`src/shared/clk_ctrl_consts.vh`:
```
// Register offsets, field positions, reset values and timing counts of the clock control block.
`ifndef CLK_CTRL_CONSTS_VH
`define CLK_CTRL_CONSTS_VH

// ----------------------------------------------------------------------
// Register byte addresses
// ----------------------------------------------------------------------
`define OFS_SYS_CLK_SEL    8'h00
`define OFS_FAST_OSC_CTRL  8'h04
`define OFS_IRQ_STATUS     8'h08
`define OFS_IRQ_MASK       8'h0c
`define OFS_HALT_CTRL      8'h10
`define OFS_MODE_STATUS    8'h14

// ----------------------------------------------------------------------
// Field positions
// ----------------------------------------------------------------------
`define SEL_MSB            7
`define SEL_LSB            5
`define FAST_KEEP_BIT      1
`define SLOW_KEEP_BIT      0
`define FREQ_MSB           3
`define FREQ_LSB           2
`define STABLE_BIT         1
`define ENABLE_BIT         0

// ----------------------------------------------------------------------
// Reset values and the slow source select code
// ----------------------------------------------------------------------
`define SYS_CLK_SEL_RST    8'h00
`define FAST_OSC_CTRL_RST  8'h01
`define SEL_SLOW           3'h7

// ----------------------------------------------------------------------
// Timing
// ----------------------------------------------------------------------
`define CLK_PERIOD_NS      25
`define OSC_SETTLE_NS      1000
`define SETTLE_CYCLES      ((`OSC_SETTLE_NS + `CLK_PERIOD_NS - 1) / `CLK_PERIOD_NS)
`define SYNC_STAGES        4

`endif

```
`src/verilog/clk_glitchless_mux.v`:
```
// Glitch-free two-way clock-enable handover between the current and the target source.
`timescale 1ns/1ps
module clk_glitchless_mux #(
    parameter SYNC_STAGES = 4
) (
    input  wire       ref_clk,
    input  wire       rst,
    input  wire       curTick,
    input  wire       tarTick,
    input  wire       switchReq,
    output reg        outTick,
    output reg        busy
);
    // ------------------------------------------------------------------
    // Handover sequencing
    // ------------------------------------------------------------------
    localparam S_RUN  = 3'b001;
    localparam S_WAIT = 3'b010;
    localparam S_ARM  = 3'b100;

    reg [2:0]  state_q;
    reg [7:0]  cnt_q;

    // The old enable is allowed to finish its period, then counted out over current ticks before
    // the new one is armed on its own first tick, which can come one cycle after the last old tick.
    always @(posedge ref_clk or posedge rst) begin
        if (rst) begin
            state_q <= S_RUN;
            cnt_q   <= 8'h00;
            outTick <= 1'b0;
            busy    <= 1'b0;
        end else begin
            case (state_q)
                S_RUN: begin
                    outTick <= curTick;
                    if (switchReq) begin
                        state_q <= S_WAIT;
                        cnt_q   <= 8'h00;
                        busy    <= 1'b1;
                    end
                end
                S_WAIT: begin
                    outTick <= curTick;
                    if (curTick) begin
                        if (cnt_q == SYNC_STAGES[7:0] - 8'h01) begin
                            state_q <= S_ARM;
                        end
                        cnt_q <= cnt_q + 8'h01;
                    end
                end
                S_ARM: begin
                    outTick <= 1'b0;
                    if (tarTick) begin
                        outTick <= 1'b1;
                        state_q <= S_RUN;
                        busy    <= 1'b0;
                    end
                end
                default: begin
                    state_q <= S_RUN;
                    outTick <= 1'b0;
                end
            endcase
        end
    end
endmodule

```
`src/verilog/sys_clock_control.v`:
```
// System clock selection, halt oscillator keeping and fast oscillator control with AXI4-Lite registers.
// Functional notes
// select 000 fast, 001..110 divide 2..64, 111 slow.
// unused bits read zero, writes ignored.
// fast keep resets 0, keeps fast oscillator in halt.
// slow keep resets 0, keeps slow oscillator in halt.
// switch ends within four current periods plus resync.
// software waits out the switch delay.
// frequency field resets 00: 4, 8, 12, 4 MHz.
// new frequency applies only once stable.
// stable flag resets 0, clears on enable or change.
// enable resets 1, runs the fast oscillator.
// software matches frequency to the configuration option.
// halt keep bits pick sleep, idle0, idle1 or idle2.
// slow mode fast oscillator follows its enable.
// handover glitch-free, no shortened periods; the gap between the last old and first new tick can be one cycle.
//
// The register addresses and the AXI4-Lite interface to the registers were decided locally.
`timescale 1ns/1ps
`include "clk_ctrl_consts.vh"
module sys_clock_control #(
    parameter SETTLE_CYCLES = `SETTLE_CYCLES,
    parameter SLOW_DIV      = 1250
) (
    input  wire        ref_clk,
    input  wire        rst,
    input  wire [7:0]  s_axi_awaddr,
    input  wire        s_axi_awvalid,
    output reg         s_axi_awready,
    input  wire [31:0] s_axi_wdata,
    input  wire [3:0]  s_axi_wstrb,
    input  wire        s_axi_wvalid,
    output reg         s_axi_wready,
    output reg  [1:0]  s_axi_bresp,
    output reg         s_axi_bvalid,
    input  wire        s_axi_bready,
    input  wire [7:0]  s_axi_araddr,
    input  wire        s_axi_arvalid,
    output reg         s_axi_arready,
    output reg  [31:0] s_axi_rdata,
    output reg  [1:0]  s_axi_rresp,
    output reg         s_axi_rvalid,
    input  wire        s_axi_rready,
    input  wire        haltReq,
    output reg         sysClkEn,
    output reg         fastOscRun,
    output reg         slowOscRun,
    output reg  [1:0]  fastOscFreq,
    output reg         irq
);
    // ------------------------------------------------------------------
    // Mode codes
    // ------------------------------------------------------------------
    localparam M_FAST  = 6'b000001;
    localparam M_SLOW  = 6'b000010;
    localparam M_SLEEP = 6'b000100;
    localparam M_IDLE0 = 6'b001000;
    localparam M_IDLE1 = 6'b010000;
    localparam M_IDLE2 = 6'b100000;

    // ------------------------------------------------------------------
    // Registers
    // ------------------------------------------------------------------
    reg [2:0]  srcSel_q;
    reg        fastKeep_q;
    reg        slowKeep_q;
    reg [1:0]  freqSel_q;
    reg        fastEn_q;
    reg        stable_q;
    reg [2:0]  irqStat_q;
    reg [2:0]  irqMask_q;
    reg        halted_q;
    reg [5:0]  mode_q;
    reg [15:0] settleCnt_q;
    reg [1:0]  appliedFreq_q;
    reg [6:0]  fastDiv_q;
    reg [15:0] slowDiv_q;
    reg        slowTick_q;
    reg [2:0]  activeSel_q;
    reg        switchReq_q;
    reg        busyPrev_q;
    reg        haltS1_q;
    reg        haltS2_q;
    reg        awHeld_q;
    reg        wHeld_q;
    reg [7:0]  awAddr_q;
    reg [31:0] wData_q;
    reg [3:0]  wStrb_q;

    wire       muxTick;
    wire       muxBusy;
    reg        curTick;
    reg        tarTick;
    reg        settleDone;
    reg [31:0] rdWord;
    reg [5:0]  modeNext;

    // ------------------------------------------------------------------
    // Halt input synchroniser
    // ------------------------------------------------------------------
    // The halt level arrives from the core's pin domain, so it is retimed twice.
    always @(posedge ref_clk or posedge rst) begin
        if (rst) begin
            haltS1_q <= 1'b0;
            haltS2_q <= 1'b0;
        end else begin
            haltS1_q <= haltReq;
            haltS2_q <= haltS1_q;
        end
    end

    // ------------------------------------------------------------------
    // Source dividers
    // ------------------------------------------------------------------
    // The fast divider is a free counter; its low bits all at one mark each divided tick.
    always @(posedge ref_clk or posedge rst) begin
        if (rst) begin
            fastDiv_q  <= 7'h00;
            slowDiv_q  <= 16'h0000;
            slowTick_q <= 1'b0;
        end else begin
            fastDiv_q  <= fastDiv_q + 7'h01;
            slowTick_q <= (slowDiv_q == 16'h0000);
            if (slowDiv_q == SLOW_DIV[15:0] - 16'h0001) begin
                slowDiv_q <= 16'h0000;
            end else begin
                slowDiv_q <= slowDiv_q + 16'h0001;
            end
        end
    end

    // Tick of a given selection code; the fast source gates on the stable flag.
    function tickOf;
        input [2:0] sel;
        input [6:0] div;
        input       slowTk;
        input       stbl;
        begin
            case (sel)
                3'h0:    tickOf = stbl;
                3'h1:    tickOf = stbl & (div[0:0] == 1'h1);
                3'h2:    tickOf = stbl & (div[1:0] == 2'h3);
                3'h3:    tickOf = stbl & (div[2:0] == 3'h7);
                3'h4:    tickOf = stbl & (div[3:0] == 4'hf);
                3'h5:    tickOf = stbl & (div[4:0] == 5'h1f);
                3'h6:    tickOf = stbl & (div[5:0] == 6'h3f);
                default: tickOf = slowTk;
            endcase
        end
    endfunction

    // Current and target enables for the handover.
    always @* begin
        curTick    = tickOf((busyPrev_q & ~muxBusy) ? srcSel_q : activeSel_q, fastDiv_q, slowTick_q, stable_q);
        tarTick    = tickOf(srcSel_q, fastDiv_q, slowTick_q, stable_q);
    end

    clk_glitchless_mux #(
        .SYNC_STAGES (`SYNC_STAGES)
    ) u_mux (
        .ref_clk   (ref_clk),
        .rst       (rst),
        .curTick   (curTick),
        .tarTick   (tarTick),
        .switchReq (switchReq_q),
        .outTick   (muxTick),
        .busy      (muxBusy)
    );

    // Active selection moves in the cycle after the handover ends, so the old source never ticks again.
    always @(posedge ref_clk or posedge rst) begin
        if (rst) begin
            activeSel_q <= 3'h0;
            switchReq_q <= 1'b0;
            busyPrev_q  <= 1'b0;
        end else begin
            switchReq_q <= 1'b0;
            busyPrev_q  <= muxBusy;
            if (!muxBusy && !busyPrev_q && !switchReq_q && activeSel_q != srcSel_q) begin
                switchReq_q <= 1'b1;
            end
            if (busyPrev_q && !muxBusy) begin
                activeSel_q <= srcSel_q;
            end
        end
    end

    // ------------------------------------------------------------------
    // Fast oscillator settle timer
    // ------------------------------------------------------------------
    always @* begin
        settleDone = (settleCnt_q == 16'h0000);
    end

    // Stable flag drops while the fast oscillator is stopped or on a frequency change, rises after the settle count.
    always @(posedge ref_clk or posedge rst) begin
        if (rst) begin
            stable_q      <= 1'b0;
            settleCnt_q   <= SETTLE_CYCLES[15:0];
            appliedFreq_q <= 2'h0;
        end else if (!fastOscRun) begin
            stable_q    <= 1'b0;
            settleCnt_q <= SETTLE_CYCLES[15:0];
        end else if (freqSel_q != appliedFreq_q) begin
            stable_q      <= 1'b0;
            settleCnt_q   <= SETTLE_CYCLES[15:0];
            appliedFreq_q <= freqSel_q;
        end else if (!settleDone) begin
            settleCnt_q <= settleCnt_q - 16'h0001;
        end else begin
            stable_q <= 1'b1;
        end
    end

    // ------------------------------------------------------------------
    // Operating mode
    // ------------------------------------------------------------------
    always @* begin
        case ({fastKeep_q, slowKeep_q})
            2'b00:   modeNext = M_SLEEP;
            2'b01:   modeNext = M_IDLE0;
            2'b11:   modeNext = M_IDLE1;
            default: modeNext = M_IDLE2;
        endcase
        if (!haltS2_q) begin
            modeNext = (activeSel_q == `SEL_SLOW) ? M_SLOW : M_FAST;
        end
    end

    // Mode and oscillator outputs; a halt entry or exit also raises a status event.
    always @(posedge ref_clk or posedge rst) begin
        if (rst) begin
            mode_q      <= M_FAST;
            halted_q    <= 1'b0;
            sysClkEn    <= 1'b0;
            fastOscRun  <= 1'b0;
            slowOscRun  <= 1'b1;
            fastOscFreq <= 2'h0;
        end else begin
            mode_q      <= modeNext;
            halted_q    <= haltS2_q;
            sysClkEn    <= muxTick & ~haltS2_q;
            fastOscRun  <= fastEn_q & (!haltS2_q | fastKeep_q);
            slowOscRun  <= !haltS2_q | slowKeep_q;
            if (stable_q && freqSel_q == appliedFreq_q) begin
                fastOscFreq <= (freqSel_q == 2'h3) ? 2'h0 : freqSel_q;
            end
        end
    end

    // ------------------------------------------------------------------
    // AXI4-Lite write channel
    // ------------------------------------------------------------------
    wire       wrGo   = awHeld_q && wHeld_q && !s_axi_bvalid;
    wire [2:0] events = {stable_q & (!fastOscRun || freqSel_q != appliedFreq_q), switchReq_q, halted_q != haltS2_q};

    // Address and data are held independently; the write commits once both are in.
    always @(posedge ref_clk or posedge rst) begin
        if (rst) begin
            s_axi_awready <= 1'b1;
            s_axi_wready  <= 1'b1;
            s_axi_bvalid  <= 1'b0;
            s_axi_bresp   <= 2'h0;
            awHeld_q      <= 1'b0;
            wHeld_q       <= 1'b0;
            awAddr_q      <= 8'h00;
            wData_q       <= 32'h0;
            wStrb_q       <= 4'h0;
            srcSel_q      <= 3'h0;
            fastKeep_q    <= 1'b0;
            slowKeep_q    <= 1'b0;
            freqSel_q     <= 2'h0;
            fastEn_q      <= 1'b1;
            irqMask_q     <= 3'h0;
            irqStat_q     <= 3'h0;
            irq           <= 1'b0;
        end else begin
            if (s_axi_awvalid && s_axi_awready) begin
                awHeld_q      <= 1'b1;
                awAddr_q      <= s_axi_awaddr;
                s_axi_awready <= 1'b0;
            end
            if (s_axi_wvalid && s_axi_wready) begin
                wHeld_q      <= 1'b1;
                wData_q      <= s_axi_wdata;
                wStrb_q      <= s_axi_wstrb;
                s_axi_wready <= 1'b0;
            end
            irqStat_q <= irqStat_q | events;
            if (wrGo) begin
                awHeld_q     <= 1'b0;
                wHeld_q      <= 1'b0;
                s_axi_bvalid <= 1'b1;
                s_axi_bresp  <= 2'h0;
                if (wStrb_q[0]) begin
                    case (awAddr_q)
                        `OFS_SYS_CLK_SEL: begin
                            srcSel_q   <= wData_q[`SEL_MSB:`SEL_LSB];
                            fastKeep_q <= wData_q[`FAST_KEEP_BIT];
                            slowKeep_q <= wData_q[`SLOW_KEEP_BIT];
                        end
                        `OFS_FAST_OSC_CTRL: begin
                            freqSel_q <= wData_q[`FREQ_MSB:`FREQ_LSB];
                            fastEn_q  <= wData_q[`ENABLE_BIT];
                        end
                        `OFS_IRQ_STATUS: irqStat_q <= (irqStat_q & ~wData_q[2:0]) | events;
                        `OFS_IRQ_MASK:   irqMask_q <= wData_q[2:0];
                        `OFS_HALT_CTRL, `OFS_MODE_STATUS: begin
                        end
                        default: s_axi_bresp <= 2'h2;
                    endcase
                end
            end
            if (s_axi_bvalid && s_axi_bready) begin
                s_axi_bvalid  <= 1'b0;
                s_axi_awready <= 1'b1;
                s_axi_wready  <= 1'b1;
            end
            irq <= |(irqStat_q & irqMask_q);
        end
    end

    // ------------------------------------------------------------------
    // AXI4-Lite read channel
    // ------------------------------------------------------------------
    // Unused positions are zero in every word.
    always @* begin
        rdWord = 32'h0;
        case (s_axi_araddr)
            `OFS_SYS_CLK_SEL:   rdWord = {24'h0, srcSel_q, 3'h0, fastKeep_q, slowKeep_q};
            `OFS_FAST_OSC_CTRL: rdWord = {28'h0, freqSel_q, stable_q, fastEn_q};
            `OFS_IRQ_STATUS:    rdWord = {29'h0, irqStat_q};
            `OFS_IRQ_MASK:      rdWord = {29'h0, irqMask_q};
            `OFS_HALT_CTRL:     rdWord = {31'h0, halted_q};
            `OFS_MODE_STATUS:   rdWord = {22'h0, muxBusy, activeSel_q, mode_q};
            default:            rdWord = 32'h0;
        endcase
    end

    always @(posedge ref_clk or posedge rst) begin
        if (rst) begin
            s_axi_arready <= 1'b1;
            s_axi_rvalid  <= 1'b0;
            s_axi_rdata   <= 32'h0;
            s_axi_rresp   <= 2'h0;
        end else begin
            if (s_axi_arvalid && s_axi_arready) begin
                s_axi_arready <= 1'b0;
                s_axi_rvalid  <= 1'b1;
                s_axi_rdata   <= rdWord;
                s_axi_rresp   <= (s_axi_araddr > `OFS_MODE_STATUS || s_axi_araddr[1:0] != 2'h0) ? 2'h2 : 2'h0;
            end else if (s_axi_rvalid && s_axi_rready) begin
                s_axi_rvalid  <= 1'b0;
                s_axi_arready <= 1'b1;
            end
        end
    end
endmodule

```
`config.mk`:
```
export PLATFORM = sky130hd
export DESIGN_NAME = sys_clock_control
export DESIGN_NICKNAME = d
export VERILOG_FILES = /design/src/verilog/clk_glitchless_mux.v /design/src/verilog/sys_clock_control.v
export VERILOG_INCLUDE_DIRS = /design/src /design/src/shared
export SDC_FILE = /design/constraint.sdc
export NUM_CORES = 1
export LEC_CHECK = 0
export ABC_AREA = 1
export ABC_CLOCK_PERIOD_IN_PS = 9800
export BUFFER_PORTS_ARGS = -buffer_cell sky130_fd_sc_hd__clkbuf_2
export CAP_MARGIN = 20
export CORE_ASPECT_RATIO = 1.25
export CORE_MARGIN = 3
export CORE_UTILIZATION = 31
export CTS_CLUSTER_DIAMETER = 80
export DETAILED_ROUTE_END_ITERATION = 10
export GPL_ROUTABILITY_DRIVEN = 0
export PLACE_DENSITY = 0.51
export SYNTH_ARGS = -nofsm -noshare
export SYNTH_HDL_FRONTEND = slang
export SYNTH_HIERARCHICAL = 1
export SYNTH_SLANG_ARGS = --single-unit
```
`constraint.sdc`:
```
create_clock -name ref_clk -period 9.8 [get_ports ref_clk]
set_clock_uncertainty 0.15 [all_clocks]
set_input_delay 2.45 -clock ref_clk [delete_from_list [all_inputs] [get_ports ref_clk]]
set_output_delay 2.45 -clock ref_clk [all_outputs]
set_load 0.02 [all_outputs]
```
==> qor.json, run 1 <==
{
  "detailed_routing": {
    "routed-via-count": 4857,
    "post_drt_wl_per_cell_microns": 11.9,
    "drc": 0,
    "detailedRoute.firstIterationViolations": 294,
    "detail_route.wirelength_microns": 13300,
    "detail_route.first_pass.iterations": 4,
    "via_per_inst": 4.34,
    "ant_nets": 0
  },
  "worst_setup_path": {
    "critPathTopFamily": "flip-flops",
    "critical_path_peak_fanout": 1,
    "crit-reg2reg-launch": "u_mux/busy$_DFFE_PP0P_",
    "cp.arrival_ns": 1.13,
    "cp_cell_sequence": "clkbuf_2",
    "crit_path_launch_type": "flip-flop",
    "crit_path_max_incr_delay_ns": 0.55,
    "endpoint_kind_of_the_worst_setup_timing_path": "primary output",
    "crit-reg2reg-capture": "u_mux/cnt_q[0]$_DFFE_PP0P_",
    "r2r_setup_slack_ns": 7.62,
    "critical_path_buf_inv_count": 1,
    "critical_path.slowest_cell": "dfstp_2",
    "worst-r2r-cell-count": 12,
    "worst-endpoint-required_ns": 7.20,
    "critical_path_depth": 1,
    "critPathKind": "flip-flop to primary output"
  },
  "grt": {
    "grt_pass1_vias": 4793,
    "global_route_wire_length_before_repair_microns": 23200,
    "antenna_found_initial": 0,
    "globalRouteOverflowTotal": 0,
    "track_usage": 0.132,
    "grt_max_degree": 66
  },
  "logic_synthesis": {
    "postSynthRegisterBits": 124,
    "netlist.area_leader.share": 0.460,
    "synthCells": 775,
    "unique_masters_post_synth": 42,
    "yosys-top-cells-area": "dfrtp_1 46%, nand2_1 12%, inv_1 6.5%",
    "netlist.top_cell.by_area": "dfrtp_1",
    "synth-warning-count": 6,
    "syn_area_per_cell_sq_um": 8.07,
    "synth_most_common_cell": "nand2_1",
    "mappedNetlistArea_sq_um": 6250,
    "synth_commonest_cells": "199 x nand2_1, 115 x dfrtp_1, 109 x inv_1",
    "synth_async_sr_flop_share": 1.00,
    "synth-edff-count": 0,
    "ys.flop_type": "dfrtp_1",
    "yosysSeqAreaShare": 0.498
  },
  "timing": {
    "maxSlewHeadroom": 0.460,
    "timing.final.max_slew_violations": 0,
    "rsz0062_at_grt": "no",
    "final.setup.worst_slack_ns": 6.07,
    "period_minus_ws_final_ns": 3.73,
    "setup_viol_count_final": 0,
    "final-hold-violation-count": 0,
    "tightestPinTransition_ns": 0.809,
    "min_period_over_period": 0.380,
    "max_clock_freq_mhz": 268,
    "final.setup.tns_ns": 0,
    "fin_hold_ws_ns": 0.194
  },
  "hold_path": {
    "min_to": "haltS2_q$_DFF_PP0_",
    "min_from": "haltS1_q$_DFF_PP0_",
    "hold_depth": 0,
    "worstHoldPathType": "flip-flop to flip-flop"
  },
  "floorplan": {
    "initial_utilization": 0.319,
    "rows": 57,
    "die_w_microns": 133,
    "dieHeight_microns": 165,
    "pin_count": 107,
    "design.die.area_sq_um": 21900,
    "core_area_sq_um": 19600
  },
  "clocking": {
    "postCtsSetupRepairBufs": 0,
    "tritoncts_clock_tree": "yes",
    "root_buffer": "clkbuf_16",
    "clock_tree.buffer_depth": 2,
    "clkSinkCount": 124,
    "numCtsBuffers": 17,
    "number_of_gates_resized_after_cts": 0,
    "postCtsHoldBufs": 0,
    "later_pin_clock_latency_in_the_skew_report_ns": 0.41,
    "cts_htree_levels": 4,
    "path_clk_slew_ns": 0.05
  },
  "final_layout": {
    "fin_nets": 908,
    "finalCoreUtilization": 0.375,
    "layout-drive-gt1-share": 0.147,
    "syn2layout_area_growth_pct": 17.7,
    "antenna_cells_inserted": 0
  },
  "place": {
    "pre_cts_slack_ns": 5.71,
    "dp_wirelength_microns": 9820,
    "port_buffers": 54
  },
  "run": {
    "max_cap_violations": 0
  },
  "power_and_ir_drop": {
    "power_density_nw_per_um2": 223,
    "leakage_power_nw": 3.72,
    "vdd_drop_max_uv": 125
  },
  "run_status": {
    "outcome": "finished, final reports clean"
  }
}
cell usage in the layout (no fill, tap or decap), types with 2 or more instances in the layout:
cell type / synthesis / layout
nand2_1: 199 / 199
dfrtp_1: 115 / 115
inv_1: 109 / 108
nor2_1: 87 / 87
nand3_1: 54 / 54
clkbuf_2: 1 / 54
o21ai_0: 51 / 51
conb_1: 1 / 24
nand4_1: 19 / 19
clkbuf_16: 0 / 17
a21oi_1: 15 / 15
xor2_1: 11 / 11
dfstp_2: 9 / 9
xnor2_1: 8 / 8
ha_1: 8 / 8
nor3_1: 7 / 7
nor2_4: 6 / 6
bufinv_16: 0 / 5
nor2_2: 4 / 4
o211ai_1: 4 / 4
o21ai_2: 4 / 4
o21ai_1: 4 / 4
clkinv_2: 0 / 4
nand2_2: 3 / 3
clkinvlp_4: 0 / 3
o22ai_1: 2 / 2
o31ai_1: 2 / 2
nor3_2: 2 / 2
nand3_2: 2 / 2
nand4_2: 2 / 2
nor4_1: 2 / 2
or2_2: 2 / 2
clkbuf_8: 1 / 2
inv_2: 2 / 2
o21bai_1: 2 / 2
registers in the layout, indices dropped and copies added (netlist names), 2 cells and up:
signal         flops
activeSel_q        3
appliedFreq_q      2
awAddr_q           8
fastDiv_q          6
fastOscFreq        2
freqSel_q          2
irqMask_q          3
irqStat_q          3
mode_q             6
s_axi_rdata       10
settleCnt_q       16
slowDiv_q         16
srcSel_q           3
u_mux/cnt_q        8
u_mux/state_q      3
wData_q            7
through the flow:
step           area, sq um  std cells  total power, mW
2_1_floorplan         6340        798            0.893
3_3_place_gp          6710       1086            0.962
3_5_place_dp          6710       1086            0.965
4_1_cts               7360       1118             1.66
5_1_grt               7360       1118             1.75
6_report              7360       1118             1.64
where the power goes:
part	switching [mW]	leakage (nW)	total, mW	internal [mW]
logic	0.207	1.81	0.296	0.0898
registers	0.0563	1.60	0.656	0.600
clock network	0.225	0.312	0.688	0.463
total	0.488	3.72	1.64	1.15
how the worst max path moves through the flow:
stage	startpoint	end	slack [ns]
2_1_floorplan	rst	activeSel_q[0]$_DFFE_PP0P_	4.28
3_3_place_gp	rst	settleCnt_q[12]$_DFFE_PP0P_	5.71
3_5_place_dp	rst	settleCnt_q[7]$_DFFE_PP0P_	5.71
4_1_cts	slowOscRun$_DFF_PP1_	slowOscRun	6.05
5_1_grt	rst	s_axi_rvalid$_DFFE_PP0P_	5.99
6_report	slowOscRun$_DFF_PP1_	slowOscRun	6.07
worst reg2reg max path, stage by stage, from the launching register on:
cell and delay (ns):
dfrtp_1 0.41, inv_1 0.08, nand2_1 0.14, o21ai_1 0.27, inv_1 0.12, nand3_1 0.11, nand3_1 0.07, nand2_1 0.15
nand4_2 0.14, nand2_1 0.10, nand2_2 0.16, nand2_1 0.10, o21ai_0 0.08
metal layers:
layer  up-vias  GRT usage  part of all wire
met5         -          0                 0
met4         0     0.0534             0.015
met3        15     0.0296             0.041
met2        87      0.201              0.45
met1      2212      0.182              0.50
li1       2543          -                 -
area by class of cell:
| type | instances | area [sq um] |
|---|---|---|
| fillers | 2030 | 12200 |
| flip-flops and latches | 124 | 3110 |
| multi-input cells | 530 | 2570 |
| clock buffers | 20 | 457 |
| inverters | 112 | 423 |
| well taps | 265 | 332 |
| repair buffers | 55 | 278 |
| clock inverters | 12 | 193 |
kinds of logic (layout without fill, tap and decap cells):
group,count (synthesis),count (layout),synth area share
simple gates,391,391,0.276
buf+inv,144,199,0.105
flops,124,124,0.498
compound gates,88,88,0.0780
xor+xnor,19,19,0.0266
fa+ha+maj,8,8,0.0160
other cells,1,24,0.000600
Note: power is estimated with default switching activity, not from simulation.
==> inputs of run 2 (changes only) <==
- ABC_CLOCK_PERIOD_IN_PS: 9800 -> 3100
- PLACE_DENSITY: 0.51 -> 0.53
- clock period: 9.8 -> 3.1 ns (I/O delays scaled with it)
==> run 2 against run 1 <==
Clock power rose to 3.0 times the previous value; via count up 1.2%; flip-flop and latch count unchanged; total power rose to 3.1 times the previous value; wire length up 2.2%; critical path depth up 12; non-clock buffer count up 3; clock-buffer cell count up 6; first-iteration DRC count down 17%; core utilization up 0.12 points; sequential power rose to 3.2 times the previous value; global-route usage up 0.18 points; largest power group unchanged.
==> qor.json, run 2 (same netlist as run 1, synthesis figures left out) <==
{
  "timing": {
    "min_period_over_period": 0.702,
    "tightestPinTransition": {"value": 0.724, "unit": "ns", "change": "was 0.809 ns"},
    "maxSlewHeadroom": {"value": 0.516, "change": "was 0.460"},
    "fin_hold_ws": {"value": 0.203, "unit": "ns", "change": "was 0.194 ns"},
    "timing.final.max_slew_violations": {"value": 0, "change": "unchanged"},
    "setup_viol_count_final": {"value": 0, "change": "unchanged"},
    "period_minus_ws_final_ns": 2.17,
    "rsz0062_at_grt": {"value": "no", "change": "unchanged"},
    "final.setup.tns": {"value": 0, "unit": "ns", "change": "unchanged"},
    "final-hold-violation-count": {"value": 0, "change": "unchanged"},
    "max_clock_freq_mhz": 460
  },
  "detailed_routing": {
    "post_drt_wl_per_cell": {"value": 12.2, "unit": "microns", "change": "was 11.9 microns"},
    "detail_route.first_pass.iterations": {"value": 5, "change": "was 4"},
    "detail_route.wirelength": {"value": 13600, "unit": "microns", "change": "was 13300 microns"},
    "via_per_inst": {"value": 4.39, "change": "was 4.34"},
    "drc": {"value": 0, "change": "unchanged"},
    "ant_nets": {"value": 0, "change": "unchanged"},
    "detailedRoute.firstIterationViolations": {"value": 244, "change": "was 294"},
    "routed-via-count": {"value": 4917, "change": "was 4857"}
  },
  "final_layout": {
    "multi_input_area": {"value": 2570, "unit": "sq um", "change": "unchanged"},
    "n_fill_cell": {"value": 2040, "change": "was 2030"},
    "register_area": {"value": 3110, "unit": "sq um", "change": "unchanged"},
    "fin_nets": {"value": 911, "change": "was 908"},
    "syn2layout_area_growth": {"value": 18.1, "unit": "%", "change": "was 17.7%"},
    "final_cell_count_no_fill": {"value": 1121, "change": "was 1118"},
    "mostFrequentLayoutCell": {"value": "nand2_1", "change": "unchanged"},
    "antenna_cells_inserted": {"value": 0, "change": "unchanged"},
    "mostFrequentLayoutCells": {"value": "199 x nand2_1, 115 x dfrtp_1, 108 x inv_1, 87 x nor2_1", "change": "unchanged"},
    "final_cell_area": {"value": 7390, "unit": "sq um", "change": "was 7360 sq um"},
    "reg.largest.list": {"value": "settleCnt_q (16), slowDiv_q (16), s_axi_rdata (10)", "change": "unchanged"},
    "layout-drive-gt1-share": {"value": 0.147, "change": "about the same"}
  },
  "clocking": {
    "path_clk_slew": {"value": 0.05, "unit": "ns", "change": "about the same"},
    "cts_htree_levels": {"value": 4, "change": "unchanged"},
    "postCtsHoldBufs": {"value": 0, "change": "unchanged"},
    "root_buffer": {"value": "clkbuf_16", "change": "unchanged"},
    "tritoncts_clock_tree": {"value": "yes", "change": "unchanged"},
    "clock_tree.buffer_depth": {"value": 2, "change": "unchanged"},
    "number_of_gates_resized_after_cts": {"value": 0, "change": "unchanged"},
    "clkSinkCount": {"value": 124, "change": "unchanged"},
    "postCtsSetupRepairBufs": {"value": 0, "change": "unchanged"},
    "later_pin_clock_latency_in_the_skew_report": {"value": 0.41, "unit": "ns", "change": "about the same"},
    "numCtsBuffers": {"value": 17, "change": "unchanged"}
  },
  "hold_path": {
    "worstHoldPathType": {"value": "flip-flop to flip-flop", "change": "unchanged"},
    "min_from": {"value": "haltS1_q$_DFF_PP0_", "change": "unchanged"}
  },
  "worst_setup_path": {
    "endpoint_kind_of_the_worst_setup_timing_path": {"value": "flip-flop", "change": "was primary output"},
    "critical_path_peak_fanout": {"value": 12, "change": "was 1"},
    "crit-reg2reg-launch": {"value": "fastDiv_q[0]$_DFF_PP0_", "change": "was u_mux/busy$_DFFE_PP0P_"},
    "critPathKind": {"value": "flip-flop to flip-flop", "change": "was flip-flop to primary output"},
    "worst-endpoint-required": {"value": 3.23, "unit": "ns", "change": "was 7.20 ns"},
    "cp.arrival": {"value": 2.31, "unit": "ns", "change": "was 1.13 ns"},
    "start_point_of_the_critical_path": {"value": "fastDiv_q[0]$_DFF_PP0_", "change": "was slowOscRun$_DFF_PP1_"},
    "crit_path_launch_type": {"value": "flip-flop", "change": "unchanged"}
  },
  "grt": {
    "grt_max_degree": {"value": 38, "change": "was 66"},
    "grt_pass1_vias": {"value": 4704, "change": "was 4793"},
    "global_route_wire_length_before_repair": {"value": 23300, "unit": "microns", "change": "was 23200 microns"},
    "globalRouteOverflowTotal": {"value": 0, "change": "unchanged"},
    "antenna_found_initial": {"value": 0, "change": "unchanged"},
    "track_usage": {"value": 0.134, "change": "was 0.132"}
  },
  "run": {
    "max_cap_violations": {"value": 0, "change": "unchanged"}
  },
  "floorplan": {
    "rows": {"value": 57, "change": "unchanged"},
    "die_w": {"value": 133, "unit": "microns", "change": "unchanged"},
    "initial_utilization": {"value": 0.319, "change": "unchanged"},
    "core_area": {"value": 19600, "unit": "sq um", "change": "unchanged"},
    "pin_count": {"value": 107, "change": "unchanged"},
    "design.die.area": {"value": 21900, "unit": "sq um", "change": "unchanged"},
    "dieHeight": {"value": 165, "unit": "microns", "change": "unchanged"}
  },
  "power_and_ir_drop": {
    "combinationalPowerShare": {"value": 0.185, "change": "was 0.181"},
    "leakage_power": {"value": 3.74, "unit": "nW", "change": "was 3.72 nW"},
    "netSwitchingFraction": {"value": 0.301, "change": "was 0.298"},
    "power.total": {"value": 5.12, "unit": "mW", "change": "was 1.64 mW"},
    "power.sequential.fraction": {"value": 0.406, "change": "was 0.400"},
    "vdd_drop_max": {"value": 419, "unit": "uV", "change": "was 125 uV"},
    "cell_internal_pwr": {"value": 3.58, "unit": "mW", "change": "was 1.15 mW"},
    "switching_power": {"value": 1.54, "unit": "mW", "change": "was 0.488 mW"},
    "power_frac_clock": {"value": 0.409, "change": "was 0.419"},
    "power_density": {"value": 693, "unit": "nW/um^2", "change": "was 223 nW/um^2"}
  },
  "place": {
    "dpl-instance-area": {"value": 6760, "unit": "sq um", "change": "was 6710 sq um"},
    "placed_instance_count": {"value": 1089, "change": "was 1086"},
    "dp_wirelength": {"value": 10100, "unit": "microns", "change": "was 9820 microns"},
    "port_buffers": {"value": 54, "change": "unchanged"}
  },
  "run_status": {
    "outcome": {"value": "finished, final reports clean", "change": "unchanged"}
  }
}
[run 2: cell types whose count changed in the layout (fill, tap and decap cells not counted), sizes merged]
cell / before / now
buf: 1 / 4
bufinv: 5 / 3
clkbuf: 74 / 80
clkinv: 5 / 4
clkinvlp: 3 / 1
inv: 111 / 110
[run 2: path summary, 6_finish.rpt]
path,endpoint,slack [ns],depth (start not counted)
setup / recovery,u_mux/cnt_q[0]$_DFFE_PP0P_,0.93,13
setup reg to reg,u_mux/cnt_q[0]$_DFFE_PP0P_,0.93,13
min in group asynchronous,u_mux/cnt_q[2]$_DFFE_PP0P_,0.25,2
hold reg to reg,haltS2_q$_DFF_PP0_,0.20,0
max in group asynchronous,fastEn_q$_DFFE_PP1P_,1.77,3
hold / removal,haltS2_q$_DFF_PP0_,0.20,0
[run 2: final cells by class]
class,instances,share of cell area
Multi-Input combinational cell,530,0.348
Inverter,112,0.0574
Timing Repair Buffer,58,0.0440
Tap cell,265,0.0449
Clock buffer,26,0.0703
Sequential cell,124,0.422
Clock inverter,6,0.0142
[run 2: layer usage]
metal / routed length, microns / up-vias / global-route usage / share of wire
li1: - / 2550 / - / -
met1: 6740 / 2258 / 0.180 / 0.49
met2: 6090 / 94 / 0.206 / 0.45
met3: 546 / 15 / 0.0332 / 0.040
met4: 258 / 0 / 0.0562 / 0.019
met5: 0 / - / 0 / 0
[run 2: power by group through the flow]
| stage | Combinational [mW] | Sequential [mW] | Clock, mW |
|---|---|---|---|
| after floorplan | 0.717 | 2.11 | 0 |
| after global placement | 0.951 | 2.10 | 0 |
| after detailed placement | 0.963 | 2.11 | 0 |
| after CTS | 0.970 | 2.08 | 2.14 |
| after global routing | 1.11 | 2.12 | 2.23 |
| final | 0.948 | 2.08 | 2.09 |
[run 2: stage by stage]
step	worst slack, ns	utilization
after global routing	0.685	0.377
after CTS	0.897	0.377
after floorplan	0.838	-
final	0.925	0.377
after detailed placement	0.903	0.345
after global placement	0.924	0.345
[run 2: critical path: stages, from the launching register on]
cell,delay (ns)
dfrtp_1,0.39
ha_1,0.20
inv_1,0.07
nor2_1,0.10
ha_1,0.18
nand3_1,0.08
nand3_1,0.09
nand3_1,0.07
nand2_1,0.14
nand4_2,0.14
nand2_1,0.09
nand2_2,0.16
nand2_1,0.10
o21ai_0,0.09
==> inputs of run 3 (changes only) <==
- ABC_CLOCK_PERIOD_IN_PS: 3100 -> 2100
- PLACE_DENSITY: 0.53 -> 0.51
- clock period: 3.1 -> 2.1 ns (I/O delays scaled with it)
==> run 3 against run 2 <==
Critical path type unchanged; via count grew 0.85%; critical endpoint is now u_mux/state_q[0]$_DFFE_PP1P_; clock power rose by 49%; setup slack worse by 0.82 ns; maximum frequency is 8.9% higher; global-route usage barely moved; cell area grew 2.5%; sequential share of layout area is 1.0 points lower; largest power group unchanged; non-clock buffer count rose by 13; wire length up 1.5%; total power grew 52%; combinational power increased by 71%; core utilization grew 0.94 points.
==> qor.json, run 3 (same netlist as run 1, synthesis figures left out) <==
{
  "run_status": {
    "outcome": {"value": "finished, final reports clean", "change": "unchanged"}
  },
  "worst_setup_path": {
    "crit_path_launch_type": {"value": "flip-flop", "change": "unchanged"},
    "r2r_setup_slack": {"value": 0.10, "unit": "ns", "change": "was 0.93 ns"},
    "worst-r2r-cell-count": {"value": 14, "change": "was 13"},
    "crit-reg2reg-launch": {"value": "fastDiv_q[1]$_DFF_PP0_", "change": "was fastDiv_q[0]$_DFF_PP0_"},
    "endpoint_kind_of_the_worst_setup_timing_path": {"value": "flip-flop", "change": "unchanged"},
    "crit_path_max_incr_delay": {"value": 0.40, "unit": "ns", "change": "was 0.39 ns"},
    "cp_cell_sequence": {"value": "ha_4 > ha_4 > nand2_2 > inv_2 > o21ai_1 > a21oi_1 > nor3_1 > nor2_1 > inv_1 > nand4_1 > nand2_1 > inv_2 > nand3_1 > nand2_1", "change": "was ha_1 > inv_1 > nor2_1 > ha_1 > nand3_1 > nand3_1 > nand3_1 > nand2_1 > nand4_2 > nand2_1 > nand2_2 > nand2_1 > o21ai_0"},
    "critical_path_peak_fanout": {"value": 3, "change": "was 12"},
    "crit-reg2reg-capture": {"value": "u_mux/state_q[0]$_DFFE_PP1P_", "change": "was u_mux/cnt_q[0]$_DFFE_PP0P_"},
    "critical_path.slowest_cell": {"value": "dfrtp_1", "change": "unchanged"},
    "cp.arrival": {"value": 2.17, "unit": "ns", "change": "was 2.31 ns"},
    "critPathTopFamily": {"value": "simple AND/OR/NAND/NOR gates", "change": "unchanged"},
    "critical_path_buf_inv_count": {"value": 3, "change": "was 1"},
    "worst-endpoint-required": {"value": 2.28, "unit": "ns", "change": "was 3.23 ns"},
    "critPathKind": {"value": "flip-flop to flip-flop", "change": "unchanged"},
    "start_point_of_the_critical_path": {"value": "fastDiv_q[1]$_DFF_PP0_", "change": "was fastDiv_q[0]$_DFF_PP0_"}
  },
  "place": {
    "port_buffers": {"value": 54, "change": "unchanged"},
    "dp_wirelength": {"value": 10300, "unit": "microns", "change": "was 10100 microns"},
    "placed_instance_count": {"value": 1100, "change": "was 1089"}
  },
  "detailed_routing": {
    "detailroute.wirelength.met3": {"value": 539, "unit": "microns", "change": "was 546 microns"},
    "detail_route.first_pass.iterations": {"value": 4, "change": "was 5"},
    "detailedRoute.firstIterationViolations": {"value": 253, "change": "was 244"},
    "via_per_inst": {"value": 4.37, "change": "was 4.39"},
    "detail_route.wirelength": {"value": 13800, "unit": "microns", "change": "was 13600 microns"},
    "drc": {"value": 0, "change": "unchanged"},
    "post_drt_wl_per_cell": {"value": 12.2, "unit": "microns", "change": "about the same"},
    "wl_met1": {"value": 6740, "unit": "microns", "change": "unchanged"},
    "sum_of_met2_wire_segment_lengths_after_detailed_routing": {"value": 6330, "unit": "microns", "change": "was 6090 microns"},
    "routed-via-count": {"value": 4959, "change": "was 4917"},
    "top_layer": {"value": "met4", "change": "unchanged"},
    "ant_nets": {"value": 0, "change": "unchanged"}
  },
  "timing": {
    "max_clock_freq": {"value": 501, "unit": "MHz", "change": "was 460 MHz"},
    "maxSlewHeadroom": {"value": 0.646, "change": "was 0.516"},
    "min_period_over_period": {"value": 0.951, "change": "was 0.702"},
    "final.setup.tns": {"value": 0, "unit": "ns", "change": "unchanged"},
    "timing.final.max_slew_violations": {"value": 0, "change": "unchanged"},
    "final-hold-violation-count": {"value": 0, "change": "unchanged"},
    "setup_viol_count_final": {"value": 0, "change": "unchanged"},
    "period_minus_ws_final": {"value": 2.00, "unit": "ns", "change": "was 2.17 ns"},
    "tightestPinTransition": {"value": 0.531, "unit": "ns", "change": "was 0.724 ns"},
    "rsz0062_at_grt": {"value": "yes", "change": "was no"}
  },
  "floorplan": {
    "core_area": {"value": 19600, "unit": "sq um", "change": "unchanged"},
    "initial_utilization": {"value": 0.319, "change": "unchanged"},
    "design.die.area": {"value": 21900, "unit": "sq um", "change": "unchanged"},
    "die_w": {"value": 133, "unit": "microns", "change": "unchanged"},
    "dieHeight": {"value": 165, "unit": "microns", "change": "unchanged"},
    "pin_count": {"value": 107, "change": "unchanged"},
    "rows": {"value": 57, "change": "unchanged"}
  },
  "clocking": {
    "cts_htree_levels": {"value": 4, "change": "unchanged"},
    "postCtsHoldBufs": {"value": 0, "change": "unchanged"},
    "root_buffer": {"value": "clkbuf_16", "change": "unchanged"},
    "tritoncts_clock_tree": {"value": "yes", "change": "unchanged"},
    "clock_tree.buffer_depth": {"value": 2, "change": "unchanged"},
    "clkSinkCount": {"value": 124, "change": "unchanged"},
    "later_pin_clock_latency_in_the_skew_report": {"value": 0.41, "unit": "ns", "change": "about the same"},
    "path_clk_slew": {"value": 0.06, "unit": "ns", "change": "was 0.05 ns"},
    "numCtsBuffers": {"value": 17, "change": "unchanged"}
  },
  "power_and_ir_drop": {
    "power.total": {"value": 7.79, "unit": "mW", "change": "was 5.12 mW"},
    "leakage_power": {"value": 3.79, "unit": "nW", "change": "was 3.74 nW"},
    "vdd_drop_max": {"value": 615, "unit": "uV", "change": "was 419 uV"},
    "power_density": {"value": 1030, "unit": "nW/um^2", "change": "was 693 nW/um^2"}
  },
  "final_layout": {
    "reg.largest.list": {"value": "settleCnt_q (16), slowDiv_q (16), s_axi_rdata (10)", "change": "unchanged"},
    "fin_nets": {"value": 925, "change": "was 911"},
    "mostFrequentLayoutCell": {"value": "nand2_1", "change": "unchanged"},
    "syn2layout_area_growth": {"value": 21.1, "unit": "%", "change": "was 18.1%"},
    "mostFrequentLayoutCells": {"value": "189 x nand2_1, 115 x dfrtp_1, 105 x inv_1, 87 x nor2_1, 54 x clkbuf_2", "change": "was 199 x nand2_1, 115 x dfrtp_1, 108 x inv_1, 87 x nor2_1"},
    "antenna_cells_inserted": {"value": 0, "change": "unchanged"},
    "layout-drive-gt1-share": {"value": 0.180, "change": "was 0.147"},
    "final_cell_count_no_fill": {"value": 1135, "change": "was 1121"},
    "finalCoreUtilization": {"value": 0.386, "change": "was 0.377"},
    "n_fill_cell": {"value": 2012, "change": "was 2040"}
  },
  "grt": {
    "global_route_wire_length_before_repair": {"value": 23600, "unit": "microns", "change": "was 23300 microns"},
    "grt_max_degree": {"value": 62, "change": "was 38"},
    "antenna_found_initial": {"value": 0, "change": "unchanged"},
    "track_usage": {"value": 0.134, "change": "about the same"},
    "globalRouteOverflowTotal": {"value": 0, "change": "unchanged"},
    "grt_pass1_vias": {"value": 4842, "change": "was 4704"}
  },
  "hold_path": {
    "worstHoldPathType": {"value": "input port to async pin", "change": "was flip-flop to flip-flop"}
  },
  "run": {
    "max_cap_violations": {"value": 0, "change": "unchanged"}
  }
}
==> run 3: worst reg2reg max path: stages, from the launching register on <==
cell and delay [ns]:
dfrtp_1 0.40, ha_4 0.19, ha_4 0.15, nand2_2 0.05, inv_2 0.03, o21ai_1 0.12, a21oi_1 0.05, nor3_1 0.21
nor2_1 0.08, inv_1 0.10, nand4_1 0.11, nand2_1 0.11, inv_2 0.05, nand3_1 0.08, nand2_1 0.05
==> run 3: through the flow <==
| stage | setup WS [ns] | instance area, sq um | hold slack (ns) |
|---|---|---|---|
| final | 0.103 | 7570 | 0.0226 |
| after global routing | -0.0535 | 7570 | 0.0498 |
| after CTS | 0.0324 | 7470 | 0.0324 |
| after detailed placement | 0.00834 | 6830 | 0.186 |
| after global placement | 0.0234 | 6830 | 0.185 |
| after floorplan | 0.0881 | 6340 | 0.181 |
==> run 3: how the worst max path moves through the flow <==
stage	end	slack, ns	cells after the start
after floorplan	activeSel_q[0]$_DFFE_PP0P_	0.09	1
after global placement	u_mux/cnt_q[0]$_DFFE_PP0P_	0.02	12
after detailed placement	u_mux/cnt_q[0]$_DFFE_PP0P_	0.008	13
after CTS	u_mux/cnt_q[0]$_DFFE_PP0P_	0.03	13
after global routing	u_mux/state_q[0]$_DFFE_PP1P_	-0.05	14
final	u_mux/state_q[0]$_DFFE_PP1P_	0.10	14
==> run 3: timing repair <==
item,CTS,global route
pin swaps,0,13
gates cloned,0,1
setup endpoints to repair,1,12
buffers inserted,0,2
resized for setup,1,26
==> run 3: report_power, final <==
group,switching [mW],internal (mW),leakage [nW]
clock,1.01,2.11,0.311
combinational,1.09,0.529,1.88
sequential,0.248,2.80,1.60
total,2.36,5.44,3.79
==> run 3: routing by layer <==
layer / track usage / vias up
met2: 0.212 / 90
met1: 0.178 / 2272
met5: 0 / -
met4: 0.0539 / 0
met3: 0.0293 / 18
li1: - / 2579
==> run 3: layout make-up <==
cell class                 instances  area [sq um]  share of cell area
sequential                       124          3110               0.411
multi-input combinational        531          2660               0.351
clock buffer                      25           495              0.0654
inverter                         112           424              0.0560
timing repair buffer              71           410              0.0542
tap                              265           332              0.0438
clock inverter                     7           135              0.0178
